$ cat src/hw/xadl_pkg.sv
// package: opcodes, phases and state layout for the xor and direction-load unit
package xadl_pkg;
  localparam int XADL_OP_W = 14;
  localparam logic [13:0] XADL_DIR_MASK = 14'h3FF8;
  localparam logic [13:0] XADL_DIR_CODE = 14'h0060;
  localparam logic [13:0] XADL_XLIT_MASK = 14'h3F00;
  localparam logic [13:0] XADL_XLIT_CODE = 14'h3A00;
  localparam logic [13:0] XADL_XF_MASK = 14'h3F00;
  localparam logic [13:0] XADL_XF_CODE = 14'h0600;
  localparam int XADL_D_BIT = 7;
  localparam int XADL_SEL_MSB = 2; // top bit of the direction-load operand
  localparam int XADL_F_MSB = 6; // top bit of the file address field
  localparam int XADL_K_MSB = 7; // top bit of the literal field
  localparam logic [2:0] XADL_DIR_LO = 3'h5;
  localparam logic [2:0] XADL_DIR_HI = 3'h7;
  localparam logic [6:0] XADL_DIR_BASE = 7'h05;
  localparam int XADL_NFILE = 128;
  localparam logic [7:0] XADL_DIR_RST = 8'hFF;

  typedef enum logic [1:0] {XADL_Q1, XADL_Q2, XADL_Q3, XADL_Q4} xadl_phase_type;

  typedef struct packed {
    logic is_dir;
    logic is_xlit;
    logic is_xf;
    logic dest_file;
    logic [6:0] faddr;
    logic [7:0] lit;
  } xadl_dec_type;

  typedef struct packed {
    xadl_phase_type phase;
    xadl_dec_type dec;
    logic [7:0] opnd;
    logic [7:0] result;
    logic [7:0] accum;
    logic zero;
    logic [7:0] dir5;
    logic [7:0] dir6;
    logic [7:0] dir7;
    logic done;
  } xadl_state_type;
endpackage : xadl_pkg

$ cat src/hw/xadl_core.sv
// module: execution of direction-load, literal-xor and file-xor opcodes
`timescale 1ns/100ps
`default_nettype none

module xadl_core import xadl_pkg::*; (
  input wire logic clk_sys,
  input wire logic rstn,
  input wire logic [13:0] instr,
  output logic [1:0] phase,
  output logic [7:0] accum,
  output logic zero,
  output logic [7:0] dir5,
  output logic [7:0] dir6,
  output logic [7:0] dir7,
  output logic done
);

  // decode one instruction word
  function automatic xadl_dec_type decode(input logic [13:0] w);
    xadl_dec_type d;
    d.is_dir = ((w & XADL_DIR_MASK) == XADL_DIR_CODE)
      && (w[XADL_SEL_MSB:0] >= XADL_DIR_LO) && (w[XADL_SEL_MSB:0] <= XADL_DIR_HI);
    d.is_xlit = (w & XADL_XLIT_MASK) == XADL_XLIT_CODE;
    d.is_xf = (w & XADL_XF_MASK) == XADL_XF_CODE;
    d.dest_file = w[XADL_D_BIT];
    d.faddr = w[XADL_F_MSB:0];
    d.lit = w[XADL_K_MSB:0];
    return d;
  endfunction : decode

  // file register array; addresses 5..7 are the direction registers
  logic [7:0] file_mem [XADL_NFILE];
  logic file_we;
  logic [7:0] file_rd;
  xadl_state_type s;
  xadl_state_type next_s;

  // file read, direction registers mapped in
  always_comb begin
    case (s.dec.faddr)
      XADL_DIR_BASE: file_rd = s.dir5;
      XADL_DIR_BASE + 7'h01: file_rd = s.dir6;
      XADL_DIR_BASE + 7'h02: file_rd = s.dir7;
      default: file_rd = file_mem[s.dec.faddr];
    endcase
  end

  assign file_we = (s.phase == XADL_Q4) && s.dec.is_xf && s.dec.dest_file;

  // next-state logic over the four phases
  always_comb begin
    next_s = s;
    next_s.done = 1'b0;
    case (s.phase)
      XADL_Q1: begin
        next_s.dec = decode(instr);
        next_s.phase = XADL_Q2;
      end
      XADL_Q2: begin
        next_s.opnd = s.dec.is_xlit ? s.dec.lit : file_rd;
        next_s.phase = XADL_Q3;
      end
      XADL_Q3: begin
        next_s.result = s.accum ^ s.opnd;
        next_s.phase = XADL_Q4;
      end
      XADL_Q4: begin
        next_s.phase = XADL_Q1;
        next_s.done = 1'b1;
        if (s.dec.is_xlit) begin
          next_s.accum = s.result;
          next_s.zero = (s.result == 8'h00);
        end else if (s.dec.is_xf) begin
          next_s.zero = (s.result == 8'h00);
          if (!s.dec.dest_file) begin
            next_s.accum = s.result;
          end else begin
            case (s.dec.faddr)
              XADL_DIR_BASE: next_s.dir5 = s.result;
              XADL_DIR_BASE + 7'h01: next_s.dir6 = s.result;
              XADL_DIR_BASE + 7'h02: next_s.dir7 = s.result;
              default: ;
            endcase
          end
        end else if (s.dec.is_dir) begin
          case (s.dec.faddr[XADL_SEL_MSB:0])
            XADL_DIR_LO: next_s.dir5 = s.accum;
            XADL_DIR_LO + 3'h1: next_s.dir6 = s.accum;
            XADL_DIR_HI: next_s.dir7 = s.accum;
            default: ;
          endcase
        end
      end
      default: next_s.phase = XADL_Q1;
    endcase
  end

  // state register
  always_ff @(posedge clk_sys or negedge rstn) begin
    if (!rstn) begin
      s <= '0;
      s.phase <= XADL_Q1;
      s.dir5 <= XADL_DIR_RST;
      s.dir6 <= XADL_DIR_RST;
      s.dir7 <= XADL_DIR_RST;
    end else begin
      s <= next_s;
    end
  end

  // ordinary file write-back, no reset on the data array
  always_ff @(posedge clk_sys) begin
    if (file_we) begin
      file_mem[s.dec.faddr] <= s.result;
    end
  end

  assign phase = s.phase;
  assign accum = s.accum;
  assign zero = s.zero;
  assign dir5 = s.dir5;
  assign dir6 = s.dir6;
  assign dir7 = s.dir7;
  assign done = s.done;
endmodule : xadl_core
`default_nettype wire

$ cat config.mk
export PLATFORM = sky130hd
export DESIGN_NAME = xadl_core
export DESIGN_NICKNAME = d
export VERILOG_FILES = /design/src/hw/xadl_pkg.sv /design/src/hw/xadl_core.sv
export SDC_FILE = /design/constraint.sdc
export NUM_CORES = 1
export LEC_CHECK = 0
export BUFFER_PORTS_ARGS = -buffer_cell sky130_fd_sc_hd__buf_4
export CORE_UTILIZATION = 30
export CTS_BUF_LIST = sky130_fd_sc_hd__clkbuf_8
export DETAILED_ROUTE_END_ITERATION = 8
export PLACE_DENSITY_LB_ADDON = 0.15
export SYNTH_ARGS = -nofsm -noshare
export SYNTH_HDL_FRONTEND = slang
export SYNTH_SLANG_ARGS = --single-unit
$ cat constraint.sdc
create_clock -name clk_sys -period 6.2 [get_ports clk_sys]
set_input_delay 0.31 -clock clk_sys [delete_from_list [all_inputs] [get_ports clk_sys]]
set_output_delay 0.31 -clock clk_sys [all_outputs]
set_load 0.05 [all_outputs]
Word-level counts from Yosys, hierarchy flattened
Memories as Yosys holds them, arrays and structs flattened.
Index checks and enable logic that the tools add are counted.
{"block": "totals", "n_memories": 1, "word_cells": 71, "ram_bits": 1024, "input_bits": 16, "out_inout_bits": 36, "ff_bits": 71}
{"memory": "file_mem", "words": 128, "word_bits": 8, "rd": 1, "rd_ports_with_merged_regs": 0, "wr": 1, "line_no": "xadl_core.sv:32", "source": "logic [7:0] file_mem [XADL_NFILE];"}
{"block": "op_classes", "magnitude_cmp": 2, "eq_ne": 17, "reduce_logical": 16, "bitwise_logic": 2, "n_mux": 18}
{"cell": "24-bit 2-to-1 mux", "count": 3}
{"cell": "8-bit 2-to-1 mux", "count": 8}
{"cell": "8-bit one-hot mux with 3 select lines", "count": 1}
{"cell": "7-bit by 3-bit == test with 1-bit output, second input constant", "count": 3}
{"cell": "9-bit 2-to-1 mux", "count": 2}
{"cell": "6-bit AND reduction", "count": 3}
{"cell": "11-bit by 4-bit == test with 1-bit output, second input constant", "count": 1}
{"cell": "2-bit nonzero test", "count": 5}
{"cell": "3-bit == test, second input constant", "count": 3}
{"cell": "8-bit zero test", "count": 1}
{"cell": "2-bit by 1-bit != test with 1-bit output, second input constant", "count": 4}
{"cell": "2-bit one-hot mux with 4 select lines", "count": 1}
{"cell": "8-bit XOR", "count": 1}
{"cell": "6-bit by 3-bit == test with 1-bit output, second input constant", "count": 1}
{"cell": "6-bit == test, second input constant", "count": 1}
{"cell": "2-bit == test, second input constant", "count": 2}
{"cell": "1-bit logical AND", "count": 4}
{"cell": "3-bit >= comparator, second input constant", "count": 1}
{"cell": "3-bit <= comparator, second input constant", "count": 1}
{"cell": "1-bit 2-to-1 mux", "count": 3}
{"cell": "3-bit AND reduction", "count": 1}
{"cell": "2-bit by 1-bit == test with 1-bit output, second input constant", "count": 1}
{"cell": "2-bit zero test", "count": 1}
{"cell": "2-bit != test, second input constant", "count": 1}
{"cell": "other kinds (2)", "count": 2}

Logic depth before layout (Yosys ltp)
{"block": "depth", "word_depth": 5, "depth_mapped": 12, "depth_no_buf": 7}

Worst setup path before layout
OpenSTA, ideal clock, no wires.
{"block": "synth_path", "path_type": "register to register", "start": "register s[58] (netlist name)", "end": "memory file_mem[57][0], enable pin", "setup_time_ps": 370, "slack_ps": 3642, "t_arrival_ps": 2188, "t_required_ps": 5830, "path_stages_with_launch": 10, "path_buffers": 7, "synth_period_minus_slack_ps": 2558, "cell_sequence": "dfrtp_1 > buf_6 > buf_4 > buf_4 > buf_4 > buf_2 > buf_2 > nand3_1 > buf_2 > nor2_1"}
{"element": "start: declaration", "line_no": "xadl_core.sv:35", "source": "xadl_state_type s;"}
{"element": "start signal: assignment", "line_no": "xadl_core.sv:107", "source": "s <= next_s;"}
{"element": "end: declaration", "line_no": "xadl_core.sv:32"}
Straight into the memory's write port.

Worst setup path in the final report
{"block": "layout_path", "start": "register s[59] (netlist name)", "end": "register s[47] (netlist name)"}
{"block": "layout_via", "elab_chain_len": 3, "elab_cells_between_ends": 6, "cone_classes": "3 x eq/ne; 2 x mux; 1 x memory"}
{"element": "memory read 128 x 8 bit / 7-bit by 3-bit == test with 1-bit output (equally long branches)"}
{"element": "8-bit one-hot mux with 3 select lines *", "line_no": "xadl_core.sv:40", "source": "case (s.dec.faddr)"}
{"element": "8-bit 2-to-1 mux *", "line_no": "xadl_core.sv:60", "source": "next_s.opnd = s.dec.is_xlit ? s.dec.lit : file_rd;"}
Every way passes the cells marked *; elsewhere a longest branch is shown, timed or not.
A chain may end at the register's enable or synchronous reset.

==> impl_metrics.py <==
metrics = {
    "outcome": {
        "status": "completed",
    },
    "route": {
        "top_layer": "met4",
        "drt-met1-wl_um": 64600,
        "via_count": 25400,
        "drtPass1Iterations": 6,
        "wirelength_um": 144000,
        "wl_per_cell_um": 29.8,
        "drt_iter0_markers": 2499,
        "drc": 0,
        "routed-wl-met2_um": 66100,
        "met3_length_um": 9260,
        "vias_per_cell": 5.25,
        "postRouteAntennaNets": 0,
    },
    "synth": {
        "syn_nets": 2670,
        "syn_inst": 2649,
        "synth_edf_count": 1024,
        "yosysUniqueCellTypes": 71,
        "synth_seq_cells": 1087,
        "synth_top_cell_by_area": "edfxtp_1",
        "synthArstFlopShare": 0.0580,
        "seq_area_frac_synth": 0.736,
        "ys.flop_type": "edfxtp_1",
        "synthTopCellsByArea": "edfxtp_1, mux2i_1, mux4_2",
        "synth_warnings": 0,
        "syn_area_um2": 43900,
        "synth_top_area_share": 0.700,
        "synth.avg_cell_area_um2": 16.6,
    },
    "placement": {
        "dp_slack_ns": 2.01,
        "dpl-instance-area_um2": 46200,
        "gp_congestion": 0.834,
        "dp_cells": 4480,
        "dp_hpwl_um": 88400,
        "numPortBuffers": 51,
    },
    "final_layout": {
        "mostFrequentLayoutCells": "edfxtp_1, nor2_1, mux2i_1",
        "area_delta_synth_final_pct": 13.3,
        "multi_input_area_um2": 10400,
        "final_cells": 4838,
        "final_util": 0.342,
        "layout.nets": 2789,
        "final_area_um2": 49800,
        "nFillCells": 13900,
        "drive_above_1_share": 0.187,
        "register_area_um2": 32400,
        "layout_commonest_cell": "edfxtp_1",
    },
    "floorplanning": {
        "fp-row-count": 140,
        "start_util": 0.302,
        "boundaryPins": 52,
        "die_h_um": 385,
        "dieArea_um2": 148000,
        "core_area_um2": 146000,
        "die_x_um": 385,
    },
    "sta": {
        "fin_ws_ns": 1.99,
        "hold_viol_final": 0,
        "setup_tns_ns": 0,
        "slew_headroom": 0.0567,
        "fin_crit_sh": 0.679,
        "period_needed_ns": 4.21,
        "fmax_ghz": 0.237,
        "finClkSkew_ns": 0.0544,
        "rsz0062_at_grt": "no",
        "hold_slack_ns": 0.0896,
        "drv_slew": 0,
        "worst_pin_slew_ns": 1.38,
        "setup_viol": 0,
    },
    "pwr": {
        "power_density_nw_per_um2": 326,
        "ir_drop_uv": 212,
        "power.leakage_nw": 16.2,
        "finalPower_mw": 16.2,
    },
    "hold_path": {
        "hp-class": "in2async",
    },
    "worst_setup_path": {
        "cp-start-kind": "register",
        "end_kind": "register",
        "crit_type": "reg2reg",
        "reg2reg_setup_slack_ns": 1.99,
        "crit_fanout": 49,
        "arrival_ns": 5.06,
        "required_ns": 7.04,
    },
    "global_route": {
        "grt-ovfl-total": 0,
        "grt_max_degree": 81,
        "antenna_found_initial": 3,
        "grt_pass1_vias": 25700,
        "track_usage": 0.193,
        "grt_pass1_wl_um": 202000,
    },
    "clocking": {
        "root_buffer": "clkbuf_8",
        "clock_latency_ns": 0.92,
        "clkTransAtPathRegs_ns": 0.06,
        "cts.htree.levels": 4,
        "cts_buffers": 185,
        "cts_buffer_depth": 3,
        "cts.sinks": 1087,
        "cts_tree": "yes",
    },
    "run": {
        "maxCapViolations": 0,
    },
}
-- final timing paths --
kind | startpoint | endpoint | depth (start not counted)
max reg2reg | s[59] | s[47] | 7
max | s[59] | s[47] | 7
min in group clk_sys | instr[1] | s[59] | 4
max in group asynchronous | rstn | s[41] | 2
min reg2reg | dir6[0] | dir6[0] | 2
min | rstn | s[66] | 2
-- critical path: stages (launching register included) --
cell and delay (ns):
dfrtp_4 1.00, nor2b_4 0.82, buf_4 0.53, buf_4 0.35
a21oi_1 0.13, o311ai_0 0.94, a31oi_1 0.08, o2bb2ai_1 0.18
-- Yosys cell counts (20+ instances only) --
cell,instances
dfrtp_1,39
nor2_1,220
nand2_1,132
a221oi_1,28
a21oi_1,128
buf_2,45
a221o_1,23
dfstp_2,24
nor3_1,25
o21ai_0,124
mux4_2,90
edfxtp_1,1024
clkbuf_1,70
nand3_1,34
mux2i_1,216
o221ai_1,25
a31oi_1,25
mux2_2,53
a22oi_1,20
o2bb2ai_1,43
buf_4,61
-- power breakdown --
part	leakage, nW	internal [mW]	switching (mW)
clock network	1.98	2.96	3.01
registers	9.95	8.60	0.426
logic	4.29	0.288	0.924
-- sequential cells by signal, indices dropped and copies added, names as in the netlist, 2 cells and up --
| signal | cells |
|---|---|
| s | 27 |
| dir7 | 8 |
| dir6 | 8 |
| phase | 2 |
| dir5 | 8 |
| file_mem | 1024 |
| accum | 8 |
-- cell type report --
class / count / share of cell area
Sequential cell: 1087 / 0.651
Tap cell: 1917 / 0.0482
Clock buffer: 194 / 0.0537
Antenna cell: 5 / 0.000251
Inverter: 11 / 0.000880
Timing Repair Buffer: 140 / 0.0235
Multi-Input combinational cell: 1343 / 0.208
Clock inverter: 141 / 0.0144
-- cells by family (layout without fill, tap and decap cells) --
logic type / count (synthesis) / after routing / synth area share
flops: 1087 / 1087 / 0.736
compound gates: 505 / 505 / 0.0770
simple gates: 463 / 463 / 0.0447
mux: 362 / 362 / 0.110
buf+inv: 219 / 486 / 0.0289
xor+xnor: 8 / 8 / 0.00159
fa+ha+maj: 5 / 5 / 0.00142
other cells: 0 / 5 / 0
-- metal layers --
metal	vias up	track usage
li1	10700	-
met1	13400	0.273
met2	1049	0.299
met3	225	0.0361
met4	0	0.0633
met5	-	0
-- timing repair --
item,in CTS,in global routing
resized for setup,0,0
setup endpoints to repair,0,0
hold endpoints to repair,74,0
buffers inserted,0,0
hold buffers,17,0
(Power assumes the default switching activity.)
